[src/verilog/sac_cfg.svh]
// Constants for the converter control and result block
`ifndef SAC_CFG_SVH
`define SAC_CFG_SVH

// Bus addresses
`define SAC_ADDR_MODE 16'hFF2A
`define SAC_ADDR_WORD 16'hFF18
`define SAC_ADDR_HIGH 16'hFF1F

// Mode register layout and reset
`define SAC_MODE_RUN 7
`define SAC_MODE_FR_HI 5
`define SAC_MODE_FR_LO 3
`define SAC_MODE_LV_HI 2
`define SAC_MODE_LV_LO 1
`define SAC_MODE_CE 0
`define SAC_MODE_MASK 8'hBF
`define SAC_MODE_RST 8'h00
`define SAC_RESULT_RST 10'h000
`define SAC_RES_PAD 6'h00
`define SAC_BYTE_PAD 8'h00

// Range codes
`define SAC_LV_HIGH 2'h0
`define SAC_LV_LOW 2'h1
`define SAC_FR_MAX_HIGH 3'h5
`define SAC_FR_MAX_LOW 3'h4

// Dividers per ratio code
`define SAC_DIV_0 4'hC
`define SAC_DIV_1 4'h8
`define SAC_DIV_2 4'h6
`define SAC_DIV_3 4'h4
`define SAC_DIV_4 4'h3
`define SAC_DIV_5 4'h2

// Conversion clocks per conversion, and ticks after sampling
`define SAC_TICKS_HIGH 6'h16
`define SAC_TICKS_LOW 6'h28
`define SAC_TAIL_TICKS 6'h0B
`define SAC_SAR_MSB_IDX 4'h9
`define SAC_SAR_MSB 10'h200

// Comparator settling
`define SAC_CLK_NS 4
`define SAC_SETTLE_NS 1000
`define SAC_SETTLE_CYC ((`SAC_SETTLE_NS + `SAC_CLK_NS - 1) / `SAC_CLK_NS)

`endif

[src/verilog/sac_pkg.sv]
// Types shared by the converter control and result block
package sac_pkg;

  typedef enum logic [1:0] {
    ST_IDLE,
    ST_SAMPLE,
    ST_CONVERT,
    ST_XFER
  } sac_state_e;

  typedef enum logic [1:0] {
    RS_NONE,
    RS_MODE,
    RS_WORD,
    RS_HIGH
  } sac_rsel_e;

  typedef struct packed {
    sac_state_e state;
    logic [7:0] mode;
    logic [9:0] result;
    logic [9:0] sar;
    logic [3:0] idx;
    logic [5:0] tcnt;
    logic [7:0] settle_cnt;
    logic settled;
    logic first_bad;
    logic unsettled;
    logic irq;
    logic cmp_power;
    logic sample;
    sac_rsel_e rsel;
    logic [15:0] rdata;
    logic stall;
    logic ack;
  } sac_state_s;

  typedef struct packed {
    logic [3:0] cnt;
  } sac_div_s;

endpackage : sac_pkg

[src/verilog/sac_tick_div.sv]
// Conversion clock divider producing a one-cycle tick enable
`include "sac_cfg.svh"
module sac_tick_div (
  input wire logic clk,
  input wire logic reset,
  input wire logic en,
  input wire logic [3:0] div,
  output logic tick
);

  sac_pkg::sac_div_s st;
  sac_pkg::sac_div_s next_st;

  // Tick on the last cycle of each divider period
  assign tick = en && (st.cnt == div - 4'h1);

  // Counter restarts whenever the converter goes idle
  always_comb begin
    next_st = st;
    if (!en || tick) begin
      next_st.cnt = 4'h0;
    end else begin
      next_st.cnt = st.cnt + 4'h1;
    end
  end

  always_ff @(posedge clk or posedge reset) begin
    if (reset) begin
      st <= '0;
    end else begin
      st <= next_st;
    end
  end

endmodule : sac_tick_div

[src/verilog/sac_top.sv]
// Converter mode register, SAR sequencer and result registers
`include "sac_cfg.svh"
module sac_top (
  input wire logic clk,
  input wire logic reset,
  input wire logic [15:0] bus_addr,
  input wire logic bus_rd,
  input wire logic bus_wr,
  input wire logic [7:0] bus_wdata,
  output logic [15:0] bus_rdata,
  output logic bus_wait,
  output logic bus_ack,
  input wire logic cmp_in,
  output logic cmp_power,
  output logic sample_hold,
  output logic [9:0] sar_trial_code,
  output logic conversion_done_irq,
  output logic result_unsettled
);

  sac_pkg::sac_state_s st;
  sac_pkg::sac_state_s next_st;
  logic run;
  logic ce;
  logic [2:0] fr;
  logic [1:0] lv;
  logic legal;
  logic run_ok;
  logic tick;
  logic [3:0] cur_div;
  logic [5:0] cur_ticks;
  logic [5:0] samp_last;
  sac_pkg::sac_rsel_e sel;

  // Mode fields
  assign run = st.mode[`SAC_MODE_RUN];
  assign ce = st.mode[`SAC_MODE_CE];
  assign fr = st.mode[`SAC_MODE_FR_HI:`SAC_MODE_FR_LO];
  assign lv = st.mode[`SAC_MODE_LV_HI:`SAC_MODE_LV_LO];

  always_comb begin
    case (fr)
      3'h0: cur_div = `SAC_DIV_0;
      3'h1: cur_div = `SAC_DIV_1;
      3'h2: cur_div = `SAC_DIV_2;
      3'h3: cur_div = `SAC_DIV_3;
      3'h4: cur_div = `SAC_DIV_4;
      3'h5: cur_div = `SAC_DIV_5;
      default: cur_div = `SAC_DIV_0;
    endcase
  end

  // Low range: longer tick count, fewer legal codes
  // Prohibited settings simply never start a conversion
  assign legal = (lv == `SAC_LV_HIGH && fr <= `SAC_FR_MAX_HIGH) ||
                 (lv == `SAC_LV_LOW && fr <= `SAC_FR_MAX_LOW);
  assign cur_ticks = (lv == `SAC_LV_LOW) ? `SAC_TICKS_LOW : `SAC_TICKS_HIGH;
  assign samp_last = cur_ticks - `SAC_TAIL_TICKS - 6'h01;
  assign run_ok = run && legal;

  // Address decode
  always_comb begin
    case (bus_addr)
      `SAC_ADDR_MODE: sel = sac_pkg::RS_MODE;
      `SAC_ADDR_WORD: sel = sac_pkg::RS_WORD;
      `SAC_ADDR_HIGH: sel = sac_pkg::RS_HIGH;
      default: sel = sac_pkg::RS_NONE;
    endcase
  end

  // Read data; unmapped reads return zero
  function automatic logic [15:0] rd_mux(input sac_pkg::sac_rsel_e s,
                                        input logic [7:0] m,
                                        input logic [9:0] r);
    case (s)
      sac_pkg::RS_MODE: rd_mux = {`SAC_BYTE_PAD, m};
      sac_pkg::RS_WORD: rd_mux = {r, `SAC_RES_PAD};
      // High byte mirrors the top eight bits
      sac_pkg::RS_HIGH: rd_mux = {`SAC_BYTE_PAD, r[9:2]};
      default: rd_mux = {`SAC_BYTE_PAD, `SAC_BYTE_PAD};
    endcase
  endfunction : rd_mux

  sac_tick_div u_div (
    .clk(clk),
    .reset(reset),
    .en(st.state != sac_pkg::ST_IDLE),
    .div(cur_div),
    .tick(tick)
  );

  always_comb begin
    next_st = st;
    next_st.irq = 1'b0;
    next_st.ack = 1'b0;

    // Second cycle of a waited access completes it
    if (st.stall) begin
      next_st.stall = 1'b0;
      next_st.ack = 1'b1;
      // Word and high-byte views from one result
      next_st.rdata = rd_mux(st.rsel, st.mode, st.result);
    end else if (bus_wr) begin
      next_st.rsel = sac_pkg::RS_NONE;
      next_st.rdata = '0;
      // Mode write; bit 6 is held at zero
      if (sel == sac_pkg::RS_MODE) begin
        next_st.mode = bus_wdata & `SAC_MODE_MASK;
        next_st.stall = 1'b1;
      end else begin
        next_st.ack = 1'b1; // Result registers ignore writes
      end
    end else if (bus_rd) begin
      next_st.rsel = sel;
      // Result views answer only to reads
      if (sel == sac_pkg::RS_WORD || sel == sac_pkg::RS_HIGH) begin
        next_st.stall = 1'b1;
      end else begin
        next_st.ack = 1'b1;
        next_st.rdata = rd_mux(sel, st.mode, st.result);
      end
    end

    // Settling count restarts whenever the comparator is off
    if (!ce) begin
      next_st.settle_cnt = '0;
      next_st.settled = 1'b0;
    end else if (!st.settled) begin
      if (st.settle_cnt == 8'(`SAC_SETTLE_CYC - 1)) begin
        next_st.settled = 1'b1;
      end else begin
        next_st.settle_cnt = st.settle_cnt + 8'h01;
      end
    end

    // Comparator powered when enabled or when the run bit is set, legal range code or not
    next_st.cmp_power = ce || run;

    if (!run_ok) begin
      // Abort leaves result and interrupt untouched
      next_st.state = sac_pkg::ST_IDLE;
    end else begin
      case (st.state)
        sac_pkg::ST_IDLE: begin
          next_st.state = sac_pkg::ST_SAMPLE;
          next_st.tcnt = '0;
          // Comparator not yet settled taints this first result
          next_st.first_bad = !st.settled;
        end
        sac_pkg::ST_SAMPLE: begin
          if (tick) begin
            if (st.tcnt == samp_last) begin
              next_st.state = sac_pkg::ST_CONVERT;
              next_st.sar = `SAC_SAR_MSB;
              next_st.idx = `SAC_SAR_MSB_IDX;
            end else begin
              next_st.tcnt = st.tcnt + 6'h01;
            end
          end
        end
        sac_pkg::ST_CONVERT: begin
          // Keep or drop trial bit, then try the next lower
          if (tick) begin
            next_st.sar[st.idx] = cmp_in;
            if (st.idx == 4'h0) begin
              next_st.state = sac_pkg::ST_XFER;
            end else begin
              next_st.sar[st.idx - 4'h1] = 1'b1;
              next_st.idx = st.idx - 4'h1;
            end
          end
        end
        sac_pkg::ST_XFER: begin
          if (tick) begin
            // Finished value loads the result register
            next_st.result = st.sar;
            // Pulse completion and start over on the same input
            next_st.irq = 1'b1;
            next_st.unsettled = st.first_bad;
            next_st.first_bad = 1'b0;
            next_st.state = sac_pkg::ST_SAMPLE;
            next_st.tcnt = '0;
          end
        end
        default: next_st.state = sac_pkg::ST_IDLE;
      endcase
    end
    next_st.sample = (next_st.state == sac_pkg::ST_SAMPLE);
  end

  // Reset clears mode and both result views
  always_ff @(posedge clk or posedge reset) begin
    if (reset) begin
      st <= '0;
      st.mode <= `SAC_MODE_RST;
      st.result <= `SAC_RESULT_RST;
    end else begin
      st <= next_st;
    end
  end

  // Outputs, all straight from the state register
  assign bus_rdata = st.rdata;
  assign bus_wait = st.stall;
  assign bus_ack = st.ack;
  assign cmp_power = st.cmp_power;
  assign sample_hold = st.sample;
  assign sar_trial_code = st.sar;
  assign conversion_done_irq = st.irq;
  assign result_unsettled = st.unsettled;

  // Helper: cycles since the current conversion began
  int conv_cyc;
  always_ff @(posedge clk or posedge reset) begin
    if (reset) begin
      conv_cyc <= 0;
    end else if (st.state == sac_pkg::ST_IDLE) begin
      conv_cyc <= 0;
    end else if (conv_cyc == 0 || st.irq) begin
      conv_cyc <= 1;
    end else begin
      conv_cyc <= conv_cyc + 1;
    end
  end

  chk_stop_mode: assert property (@(posedge clk) disable iff (reset)
    (!run && !ce) |=> (!cmp_power && !sample_hold))
    else $error("stopped converter still active");

  chk_settle_hold: assert property (@(posedge clk) disable iff (reset)
    $rose(ce) |-> (!st.settled)[*8])
    else $error("comparator settled too early");

  chk_conv_length: assert property (@(posedge clk) disable iff (reset)
    (conversion_done_irq && run_ok) |->
      (conv_cyc == int'(cur_div) * int'(cur_ticks)))
    else $error("conversion length wrong");

  chk_low_range: assert property (@(posedge clk) disable iff (reset)
    (lv == `SAC_LV_LOW && fr > `SAC_FR_MAX_LOW) |=>
      (st.state == sac_pkg::ST_IDLE))
    else $error("prohibited low range code converts");

  chk_result_load: assert property (@(posedge clk) disable iff (reset)
    $changed(st.result) |-> (conversion_done_irq &&
      st.result == $past(st.sar)))
    else $error("result changed without completion");

  chk_word_view: assert property (@(posedge clk) disable iff (reset)
    (bus_ack && st.rsel == sac_pkg::RS_WORD) |->
      (bus_rdata == {$past(st.result), `SAC_RES_PAD}))
    else $error("word read data wrong");

  chk_reset_clear: assert property (@(posedge clk) disable iff (reset)
    $past(reset) |-> (st.result == `SAC_RESULT_RST))
    else $error("result not cleared by reset");

  chk_high_view: assert property (@(posedge clk) disable iff (reset)
    (bus_ack && st.rsel == sac_pkg::RS_HIGH) |->
      (bus_rdata == {`SAC_BYTE_PAD, $past(st.result[9:2])}))
    else $error("high byte read data wrong");

  chk_wait_cycle: assert property (@(posedge clk) disable iff (reset)
    (bus_rd && !bus_wr && !bus_wait && sel == sac_pkg::RS_WORD) |=>
      (bus_wait && !bus_ack) ##1 (bus_ack && !bus_wait))
    else $error("result read without one wait cycle");

  chk_repeat_conv: assert property (@(posedge clk) disable iff (reset)
    (conversion_done_irq && run_ok) |-> (st.state == sac_pkg::ST_SAMPLE))
    else $error("conversion did not repeat");

  chk_mode_write: assert property (@(posedge clk) disable iff (reset)
    (bus_wr && !bus_wait && sel == sac_pkg::RS_MODE) |=>
      (st.mode == ($past(bus_wdata) & `SAC_MODE_MASK)))
    else $error("mode register write lost");

  chk_abort: assert property (@(posedge clk) disable iff (reset)
    !run |=> (st.state == sac_pkg::ST_IDLE && !conversion_done_irq))
    else $error("conversion not aborted");

endmodule : sac_top
[config.mk]
export PLATFORM = sky130hd
export DESIGN_NAME = sac_top
export DESIGN_NICKNAME = d
export VERILOG_FILES = /design/src/verilog/sac_pkg.sv /design/src/verilog/sac_tick_div.sv /design/src/verilog/sac_top.sv
export VERILOG_INCLUDE_DIRS = /design/src /design/src/verilog
export SDC_FILE = /design/constraint.sdc
export NUM_CORES = 1
export LEC_CHECK = 0
export BUFFER_PORTS_ARGS = -buffer_cell sky130_fd_sc_hd__buf_4
export CAP_MARGIN = 10
export CORE_ASPECT_RATIO = 0.7
export CORE_MARGIN = 2
export CORE_UTILIZATION = 30
export DETAILED_ROUTE_END_ITERATION = 8
export GPL_TIMING_DRIVEN = 0
export MAX_ROUTING_LAYER = met4
export PLACE_DENSITY = 0.49
export SETUP_SLACK_MARGIN = 0.4
export SYNTH_ARGS = -nofsm -noshare
export SYNTH_HDL_FRONTEND = slang
export SYNTH_SLANG_ARGS = --single-unit
[constraint.sdc]
create_clock -name clk -period 10.2 [get_ports clk]
set_clock_uncertainty 0.1 [all_clocks]
set_input_delay 2.04 -clock clk [delete_from_list [all_inputs] [get_ports clk]]
set_output_delay 2.04 -clock clk [all_outputs]
set_load 0.01 [all_outputs]
==> reports/qor.log, run 1 <==
[run_status] outcome finished, final reports clean
[floorplan] cell row count 36
[critical_path] minimum setup slack among reg-to-reg paths 6.30 ns
[cts] total CTS buffers 9
[power] Overall Power 666.7 uW
[cts] TritonCTS clock tree built
[synth] post-synthesis instance area 0.004328 sq mm
[synth] sequential cell area fraction in the yosys report 0.4452
[cts] count of clock tree sinks 77
[route] DR iter-0 viols 163
[critical_path] top fanout value on the critical path 10
[power] pwr dens 124.5 mW/mm^2
[route] router iterations before antenna repair 4
[timing] final number of setup-violating endpoints 0
[cts] Resized cells post-CTS 0
[global_route] total grt overflow 0
[cts] Bufs on Longest Clock Path 2
[synth] Post-Synthesis Net Count 478
[route] number of remaining DRC errors 0
[cts] clock-pin slew of the registers on the worst-case setup and hold paths 0.06 ns
[synth] proportion of netlist area held by the largest area contributor 0.4452
[finish] Filler Cells Inserted 1401
[synth] biggest area consumer among synthesized cells dfrtp_1
[power] Clock Power Share 0.509
[synth] most instantiated flip-flop cell in the synthesis netlist dfrtp_1
[power] part of the power in combinational logic 0.033
[synth] ranking of synthesized cells by area dfrtp_1 (45%), mux2_2 (5.5%), buf_4 (4.7%)
[finish] final core area utilization 0.3821
[route] detailed-route via count 3432
[timing] final setup TNS 0 ns
[synth] number of unique standard cell types used by synthesis 59
[floorplan] initial core utilization 0.3089
[synth] register bit total from synthesis 77
[floorplan] total die area 0.01542 sq mm
[route] WL final 10190 microns
[timing] pin slew with the least headroom to its limit 0.8246 ns
[power] fraction of power spent switching nets 0.2067
[power] Peak VDD IR 0.00007883 V
[finish] layout overhead on the synthesized area 23.68%
[synth] Mapped Cells 436
[synth] most numerous cell types in the synthesized netlist dfrtp_1 (77), nand2_1 (32), a21oi_1 (27), buf_4 (27), o21ai_0 (27)
[worst_hold_path] cell count of the worst hold path 2
[finish] layout net count 549
[critical_path] launch point of the worst path bus_addr[6]
[placed_design] pre-CTS WS 5.596 ns
[power] part of the total power dissipated in sequential elements 0.459
[cts] Post-CTS Hold Fix Bufs 0
[timing] maximum clock rate 236.9 MHz
[critical_path] startpoint class of the critical path primary input
[global_route] number of antenna violations at the first check in global routing 0
[timing] unrepaired setup endpoints after global routing no
[critical_path] critical path arrival 4.39 ns
[synth] number of enable flip-flop cells after synthesis 0
[timing] number of hold violations in the final report 0
[flow_run] number of maximum-capacitance violations 0
[timing] max-slew violation total from the final report 0
[timing] final worst path period need 4.221 ns
[floorplan] Core Footprint 0.01401 sq mm
[synth] number of warnings reported in the yosys synthesis log 0
[global_route] first-pass GRT wire length 17310 microns
[placed_design] number of buffer cells added on primary ports 59
[finish] number of antenna cells inserted 0
[placed_design] RePlAce Congestion 0.8946
[critical_path] destination of the worst register-to-register timing path st[43]
[power] Leakage Power 2.441 nW
[worst_hold_path] hold path startpoint st[54]
[synth] mean post-synth cell area 9.926 sq um
[floorplan] I/O pin cnt 61
[route] Avg WL per Cell 14.52 microns
[finish] proportion of layout cells with a drive suffix above 1 0.2715
[worst_hold_path] Endpoint, Worst Hold st[54]
[floorplan] die span in y 104.5 microns
[power] switching power summed over all nets 137.8 uW
[worst_hold_path] worst min-delay path category flop to flop
[critical_path] start-to-end type of the worst setup path primary input to flop
[global_route] number of global-route vias before repair 3331
[cts] root buffer selected by CTS clkbuf_16
[route] number of vias per cell after detailed routing 4.889
[global_route] maximum number of pins on one net before global-route repair 49
[timing] PnR worst setup slack 5.979 ns
[timing] Max transition margin 0.4497
[placed_design] DP Wirelength 7524 microns
[cts] H-Tree Level Count 3
[critical_path] worst r2r src fr[1]
[cts] clock network latency to the later pin of the worst-skew pair 0.33 ns
[critical_path] critical path data required time 10.36 ns
[power] internal power contribution 528.9 uW
[critical_path] category of the worst setup path capture point flop
[global_route] combined global-route utilization of all metal layers 0.1446
[finish] footprint of the flip-flops and latches 0.001927 sq mm
[floorplan] Horiz. Die Dim 147.6 microns
[cts] # Post-CTS Setup Buffers 0
[synth] most common cell in the synthesized netlist dfrtp_1
[route] number of routed nets with antenna violations 0
[timing] Period Utilization, post-route 0.4138
[synth] share of flip-flops with an asynchronous set or reset 1.000
[finish] area used by multi-input combinational logic 0.002048 sq mm
[critical_path] worst reg2reg path depth 14
through the flow:
stage / hold WS (ns) / instances / area, sq um
6_report: 0.3883 / 702 / 5353
3_5_place_dp: 0.3803 / 686 / 5039
2_1_floorplan: 0.3492 / 436 / 4328
4_1_cts: 0.3955 / 702 / 5353
3_3_place_gp: 0.3755 / 685 / 5009
5_1_grt: 0.4206 / 702 / 5353
cell families (layout without fill, tap and decap cells):
logic type      after synthesis  count (layout)  share of synthesized area
compound gates              112             112                     0.1703
xor+xnor                     13              13                    0.02805
fa+ha+maj                    13              13                    0.03758
buf+inv                      66             142                    0.08152
flops                        77              77                     0.4452
mux                          30              30                    0.07546
simple gates                125             125                     0.1619
metal layers:
metal	up-vias	part of all wire	track usage	routed length, microns
li1	1686	-	-	-
met1	1655	0.51	0.2112	5238
met2	85	0.42	0.1940	4291
met3	6	0.056	0.03860	573
met4	0	0.0084	0.04121	86
met5	-	0	-	0
worst max-delay path by stage:
stage	endpoint	cells past startpoint
floorplan	bus_ack	1
global placement	bus_ack	2
detailed placement	bus_rdata[13]	7
CTS	bus_rdata[11]	7
global route	bus_rdata[11]	7
finish	bus_rdata[11]	7
final cells by class:
cell class,instances,share of cell area
plain buffers,45,0.05119
clock buffers,9,0.04208
clock inverters,7,0.01660
inverters,21,0.01519
multi-input cells,293,0.3827
flip-flops and latches,77,0.3600
well taps,190,0.04441
repair buffers,60,0.08789
cells in the final DEF (no fill, tap or decap), types with 3 or more instances in the layout:
cell type and count:
ha_1 13, clkbuf_1 14, and2_1 10, nand4_1 7
o22ai_1 14, a22o_1 9, dfrtp_1 77, a22oi_1 6
buf_4 86, o21ai_0 27, or3_1 6, buf_2 3
a21oi_1 27, a21boi_0 3, clkbuf_16 9, nor2b_1 6
nand2_1 32, nand2b_1 5, nor3_1 8, inv_1 20
nand3b_1 3, clkinv_2 4, mux2i_1 9, xnor2_1 9
xor2_1 3, or2_2 4, mux2_2 21, nand3_1 9
o211ai_1 4, a31oi_1 4, nor2_1 16
power groups by stage:
stage | clock network [mW] | logic [mW] | registers (mW)
after floorplan | 0 | 0.00825 | 0.312
after global placement | 0 | 0.0207 | 0.311
after detailed placement | 0 | 0.0225 | 0.311
after CTS | 0.349 | 0.0226 | 0.306
after global routing | 0.362 | 0.0248 | 0.306
final | 0.339 | 0.0217 | 0.306
worst max-delay path, stage by stage:
cell	delay (ns)
buf_4	0.10
nand4bb_1	0.17
nor3_1	0.43
o211ai_1	0.28
a211oi_2	0.68
clkbuf_1	0.45
a22o_1	0.22
sequential cells by signal (all words and copies together) (netlist names), 2 cells and up:
signal and cells:
bus_rdata 16, fr 3, lv 2, sar_trial_code 10, st 34, u_div.st 4
No activity file was read; power rests on OpenSTA's default activity.
==> run 2: changes to the inputs <==
==> constraint.sdc (replaced) <==
create_clock -name clk -period 4.05 [get_ports clk]
set_clock_uncertainty 0.1 [all_clocks]
set_input_delay 0.81 -clock clk [delete_from_list [all_inputs] [get_ports clk]]
set_output_delay 0.81 -clock clk [all_outputs]
set_load 0.01 [all_outputs]
==> reports/qor.log, run 2 (synthesis gave the netlist of run 1 again) <==
[run_status] outcome finished, final reports clean
[critical_path] minimum setup slack among reg-to-reg paths 0.71 ns [-5.59 ns]
[critical_path] critical path arrival 3.46 ns [-0.93 ns]
[floorplan] cell row count 36 [unchanged]
[flow_run] number of maximum-capacitance violations 0 [unchanged]
[finish] Filler Cells Inserted 1399 [-0.14%]
[power] Leakage Power 2.466 nW [+1.0%]
[finish] layout overhead on the synthesized area 25.27%
[power] Peak VDD IR 0.0002010 V [+160%]
[cts] clock-pin slew of the registers on the worst-case setup and hold paths 0.06 ns [about the same]
[route] Avg WL per Cell 14.51 microns [about the same]
[cts] root buffer selected by CTS clkbuf_16
[critical_path] category of the worst setup path capture point flop
[global_route] number of global-route vias before repair 3342 [+0.33%]
[route] DR iter-0 viols 156 [-4.3%]
[route] WL final 10280 microns [+0.83%]
[cts] H-Tree Level Count 3 [unchanged]
[global_route] number of antenna violations at the first check in global routing 0 [unchanged]
[finish] register ranked first by flip-flop count st
[global_route] combined global-route utilization of all metal layers 0.1449 [+0.0002886]
[timing] maximum clock rate 299.6 MHz
[finish] most common library cell in the layout ignoring fill and taps buf_4
[timing] max-slew violation total from the final report 0 [unchanged]
[route] detailed-route via count 3466 [+0.99%]
[cts] clock network latency to the later pin of the worst-skew pair 0.33 ns [about the same]
[critical_path] crit path cell chain buf_6 > inv_1 > ha_2 > nor3_1 > a31oi_1 > nor2_1 > a21oi_1 > ha_1 > xnor2_1 > a211oi_1 > nor4b_4 > buf_4 > buf_4 > nand4_1 > buf_4 > mux2_2
[route] router iterations before antenna repair 4 [unchanged]
[critical_path] startpoint class of the critical path flop
[finish] layout net count 555 [+1.1%]
[timing] final number of setup-violating endpoints 0 [unchanged]
[critical_path] critical path data required time 4.17 ns [-6.19 ns]
[finish] number of antenna cells inserted 0 [unchanged]
[floorplan] Horiz. Die Dim 147.6 microns [unchanged]
[finish] Largest register FFs 34 [unchanged]
[placed_design] DP Wirelength 7524 microns [unchanged]
[floorplan] Core Footprint 0.01401 sq mm [unchanged]
[critical_path] kind of cell with the highest combined delay on the critical path compound AO/OA/AOI/OAI gates
[floorplan] initial core utilization 0.3089 [unchanged]
[floorplan] I/O pin cnt 61 [unchanged]
[worst_hold_path] worst min-delay path category primary input to async pin
[finish] commonest cells after routing, fill and taps aside buf_4 (92), dfrtp_1 (76), nand2_1 (32)
[global_route] total grt overflow 0 [unchanged]
[cts] total CTS buffers 9 [unchanged]
[placed_design] number of placed instances, taps included 686 [unchanged]
[critical_path] CP Buf/Inv Count 5 [+3]
[critical_path] top fanout value on the critical path 10 [unchanged]
[cts] count of clock tree sinks 77 [unchanged]
[route] number of vias per cell after detailed routing 4.895 [+0.13%]
[timing] unrepaired setup endpoints after global routing no
[cts] TritonCTS clock tree built
[floorplan] total die area 0.01542 sq mm [unchanged]
[cts] Bufs on Longest Clock Path 2 [unchanged]
[floorplan] die span in y 104.5 microns [unchanged]
[placed_design] number of buffer cells added on primary ports 59 [unchanged]
[timing] Period Utilization, post-route 0.8242
[finish] final cell count without fillers 708 [+0.85%]
[power] pwr dens 309.8 mW/mm^2 [+150%]
[timing] final setup TNS 0 ns [unchanged]
[critical_path] start-to-end type of the worst setup path flop to flop
[timing] Max transition margin 0.5282 [+0.07850]
[global_route] maximum number of pins on one net before global-route repair 49 [unchanged]
[critical_path] slowest stage cell on the critical path a211oi_1
[critical_path] largest stage delay on the critical path 0.44 ns [-0.24 ns]
[timing] pin slew with the least headroom to its limit 0.7064 ns [-0.1182 ns]
[route] number of routed nets with antenna violations 0 [unchanged]
[global_route] first-pass GRT wire length 17350 microns [+0.20%]
[finish] proportion of layout cells with a drive suffix above 1 0.2915 [+0.02002]
[placed_design] RePlAce Congestion 0.8946 [unchanged]
[critical_path] cell seen most often among critical-path stages buf_4
[route] number of remaining DRC errors 0 [unchanged]
[timing] final worst path period need 3.338 ns
[timing] number of hold violations in the final report 0 [unchanged]
-- run 2: changes by cell type in the layout (fill, tap and decap cells not counted), sizes merged --
cell and delta:
buf +6
-- run 2: layer usage --
| layer | wire [microns] | GRT usage |
|---|---|---|
| met4 | 103 | 0.04121 |
| met2 | 4342 | 0.1944 |
| met5 | 0 | - |
| met1 | 5261 | 0.2118 |
| met3 | 567 | 0.03860 |
-- run 2: worst reg2reg max path: stages, from the launching register on --
cell	delay, ns
dfrtp_2	0.41
buf_6	0.16
inv_1	0.08
ha_2	0.39
nor3_1	0.06
a31oi_1	0.14
nor2_1	0.05
a21oi_1	0.15
ha_1	0.18
xnor2_1	0.08
a211oi_1	0.44
nor4b_4	0.10
buf_4	0.15
buf_4	0.12
nand4_1	0.12
buf_4	0.17
mux2_2	0.33
-- run 2: final timing paths --
path,startpoint,endpoint,cells past startpoint
worst max-delay path,fr[1],st[55],16
worst min-delay path,reset,u_div.st[0],2
worst max register to register,fr[1],st[55],16
worst min register to register,st[54],st[54],2
max in group asynchronous,reset,bus_rdata[10],3
min in group clk,st[54],st[54],2
-- run 2: report_power, final --
group / switching (mW) / internal, mW / leakage (nW)
clock network: 0.318 / 0.537 / 0.159
registers: 0.000207 / 0.770 / 1.03
logic: 0.0297 / 0.0248 / 1.28
total: 0.348 / 1.33 / 2.47
-- run 2: what timing repair did --
action                     4_1_cts  5_1_grt
setup endpoints to repair       29       35
buffers inserted                 5        1
pin swaps                        2        1
hold buffers                     0        0
gates resized for setup          1        9
-- run 2: stage by stage --
step	total power [mW]	util	setup slack, ns	area (sq um)	hold WS [ns]
3_3_place_gp	0.8365	0.3575	0.06916	5009	0.3755
2_1_floorplan	0.8053	-	0.8382	4328	0.3492
6_report	1.680	0.3870	0.7118	5421	0.3771
4_1_cts	1.706	0.3852	0.4618	5396	0.3899
5_1_grt	1.744	0.3870	0.4047	5421	0.4114
3_5_place_dp	0.8409	0.3597	0.2013	5039	0.3803
-- run 2: area by class of cell --
type / instances / area, sq um / share of cell area
Multi-Input combinational cell: 293 / 2063 / 0.3806
Buffer: 45 / 281.5 / 0.05193
Tap cell: 190 / 237.7 / 0.04385
Sequential cell: 77 / 1928 / 0.3556
Timing Repair Buffer: 66 / 515.5 / 0.09508
Inverter: 21 / 81.33 / 0.01500
Clock inverter: 7 / 88.84 / 0.01639
Clock buffer: 9 / 225.2 / 0.04154
==> run 3: changes to the inputs <==
==> constraint.sdc (replaced) <==
create_clock -name clk -period 3.1 [get_ports clk]
set_clock_uncertainty 0.1 [all_clocks]
set_input_delay 0.62 -clock clk [delete_from_list [all_inputs] [get_ports clk]]
set_output_delay 0.62 -clock clk [all_outputs]
set_load 0.01 [all_outputs]
==> reports/qor.log, run 3 (synthesis gave the netlist of run 1 again) <==
[run_status] outcome finished, final reports clean
[floorplan] initial core utilization 0.3089 [unchanged]
[flow_run] number of maximum-capacitance violations 0 [unchanged]
[power] Leakage Power 2.613 nW [+5.9%]
[route] number of remaining DRC errors 0 [unchanged]
[power] pwr dens 388.6 mW/mm^2 [+25%]
[cts] count of clock tree sinks 77 [unchanged]
[route] Avg WL per Cell 15.27 microns [+5.2%]
[cts] clock network latency to the later pin of the worst-skew pair 0.33 ns [about the same]
[timing] maximum clock rate 329.3 MHz [+9.9%]
[timing] final number of setup-violating endpoints 0 [unchanged]
[floorplan] I/O pin cnt 61 [unchanged]
[power] internal power contribution 1.826 mW [+37%]
[timing] final worst path period need 3.037 ns [-0.3011 ns]
[timing] Max transition margin 0.5938 [+0.06560]
[finish] area of all placed cells without fillers 0.005874 sq mm [+8.4%]
[placed_design] instance area after placement 0.005131 sq mm [+1.8%]
[placed_design] pre-CTS WS -0.4706 ns [-0.6719 ns]
[finish] most common library cell in the layout ignoring fill and taps buf_4
[placed_design] RePlAce Congestion 0.7845 [-12%]
[cts] H-Tree Level Count 3 [unchanged]
[critical_path] top fanout value on the critical path 7 [-3]
[power] fraction of power spent switching nets 0.2003 [-0.006773]
[route] WL final 10990 microns [+7.0%]
[power] Peak VDD IR 0.0002419 V [+20%]
[route] DR iter-0 viols 116 [-26%]
[power] part of the total power dissipated in sequential elements 0.441 [-0.017]
[cts] root buffer selected by CTS clkbuf_16
[cts] Bufs on Longest Clock Path 2 [unchanged]
[power] switching power summed over all nets 457.1 uW [+31%]
[cts] clock-pin slew of the registers on the worst-case setup and hold paths 0.06 ns [about the same]
[worst_hold_path] worst min-delay path category primary input to async pin
[timing] pin slew with the least headroom to its limit 0.6093 ns [-0.09710 ns]
[global_route] number of global-route vias before repair 3469 [+3.8%]
[finish] Largest register FFs 34 [unchanged]
[global_route] first-pass GRT wire length 18730 microns [+8.0%]
[timing] unrepaired setup endpoints after global routing yes
[finish] register ranked first by flip-flop count st
[timing] final setup TNS 0 ns [unchanged]
[power] part of the power in combinational logic 0.032 [about the same]
[placed_design] number of buffer cells added on primary ports 59 [unchanged]
[critical_path] category of the worst setup path capture point flop
[floorplan] Horiz. Die Dim 147.6 microns [unchanged]
[finish] Filler Cells Inserted 1399 [unchanged]
[cts] Post-CTS Hold Fix Bufs 0 [unchanged]
[critical_path] critical path data required time 3.25 ns [-0.92 ns]
[floorplan] total die area 0.01542 sq mm [unchanged]
[timing] number of hold violations in the final report 0 [unchanged]
[route] number of routed nets with antenna violations 0 [unchanged]
[global_route] combined global-route utilization of all metal layers 0.1547 [+0.009805]
[route] number of vias per cell after detailed routing 4.850 [-0.93%]
[global_route] total grt overflow 0 [unchanged]
[route] detailed-route via count 3492 [+0.75%]
[global_route] number of antenna violations at the first check in global routing 0 [unchanged]
[floorplan] cell row count 36 [unchanged]
[power] Clock Power Share 0.527 [+0.018]
[timing] PnR worst setup slack 0.06288 ns [-0.6489 ns]
[global_route] maximum number of pins on one net before global-route repair 44 [-10%]
[finish] layout net count 567 [+2.2%]
[floorplan] Core Footprint 0.01401 sq mm [unchanged]
[critical_path] start-to-end type of the worst setup path flop to flop
[timing] Period Utilization, post-route 0.9797 [+0.1555]
[route] router iterations before antenna repair 5 [+1]
[finish] commonest cells after routing, fill and taps aside buf_4 (95), dfrtp_1 (77), nand2_1 (27)
[finish] layout overhead on the synthesized area 35.73%
[finish] number of antenna cells inserted 0 [unchanged]
[critical_path] startpoint class of the critical path flop
[cts] total CTS buffers 9 [unchanged]
[critical_path] critical path arrival 3.18 ns [-0.28 ns]
[finish] proportion of layout cells with a drive suffix above 1 0.3698 [+0.07831]
[placed_design] DP Wirelength 7791 microns [+3.6%]
[floorplan] die span in y 104.5 microns [unchanged]
[timing] max-slew violation total from the final report 0 [unchanged]
[cts] TritonCTS clock tree built
==> run 3: cell types whose count changed in the layout (fill, tap and decap cells not counted), sizes merged <==
cell and change:
buf +13, bufinv +1, clkinv -1, clkinvlp +1, inv -2
==> run 3: final timing paths <==
path	from	end	slack, ns	cells after the start
max	fr[1]	sar_trial_code[4]	0.06	15
min	reset	st[36]	0.21	2
max reg2reg	fr[1]	sar_trial_code[4]	0.06	15
min reg2reg	bus_rdata[6]	bus_rdata[6]	0.39	2
max in group asynchronous	reset	st[19]	2.13	3
min in group clk	bus_rdata[6]	bus_rdata[6]	0.39	2
==> run 3: worst max-delay path, stage by stage (launching register included) <==
cell and delay (ns):
dfrtp_1 0.37, buf_6 0.12, inv_4 0.04, ha_4 0.26, nor3_2 0.03, a31oi_1 0.16
nor2_1 0.09, a21oi_2 0.17, ha_4 0.23, xnor2_2 0.14, nor2_1 0.11, nor4b_4 0.20
buf_6 0.18, o2111a_2 0.27, o211ai_1 0.23, o22ai_1 0.25
==> run 3: layout make-up <==
class	instances	area, sq um	share of cell area
Buffer	45	307.8	0.05240
Clock buffer	10	229.0	0.03898
Clock inverter	6	111.4	0.01896
Inverter	21	88.84	0.01512
Multi-Input combinational cell	293	2308	0.3930
Sequential cell	77	1927	0.3280
Tap cell	190	237.7	0.04047
Timing Repair Buffer	78	664.4	0.1131
==> run 3: repair_timing <==
item | in CTS | in global routing
setup endpoints to repair | 36 | 50
buffers inserted | 14 | 3
gates resized for setup | 13 | 45
hold endpoints to repair | 0 | 0
cloned | 1 | 0
pin swaps | 5 | 15
==> run 3: power by group through the flow <==
stage | Clock, mW | Sequential (mW) | Combinational, mW
floorplan | 0 | 1.03 | 0.0272
global placement | 0 | 1.02 | 0.0678
detailed placement | 0 | 1.02 | 0.0739
CTS | 1.24 | 1.01 | 0.0742
global route | 1.29 | 1.01 | 0.0826
finish | 1.20 | 1.01 | 0.0727
==> run 3: per-layer routing <==
| metal | part of all wire | vias to the layer above | track usage |
|---|---|---|---|
| li1 | - | 1720 | - |
| met1 | 0.54 | 1699 | 0.2338 |
| met2 | 0.42 | 69 | 0.2086 |
| met3 | 0.041 | 4 | 0.03728 |
| met4 | 0.0042 | 0 | 0.02885 |
| met5 | 0 | - | - |
==> run 3: per-stage QoR <==
step	std cells	hold slack (ns)	util	power, mW
final	720	0.2053	0.4193	2.283
after global routing	720	0.2501	0.4193	2.374
after CTS	717	0.2208	0.4043	2.321
after detailed placement	686	0.3769	0.3663	1.099
after global placement	685	0.3719	0.3641	1.093
after floorplan	436	0.3478	-	1.052
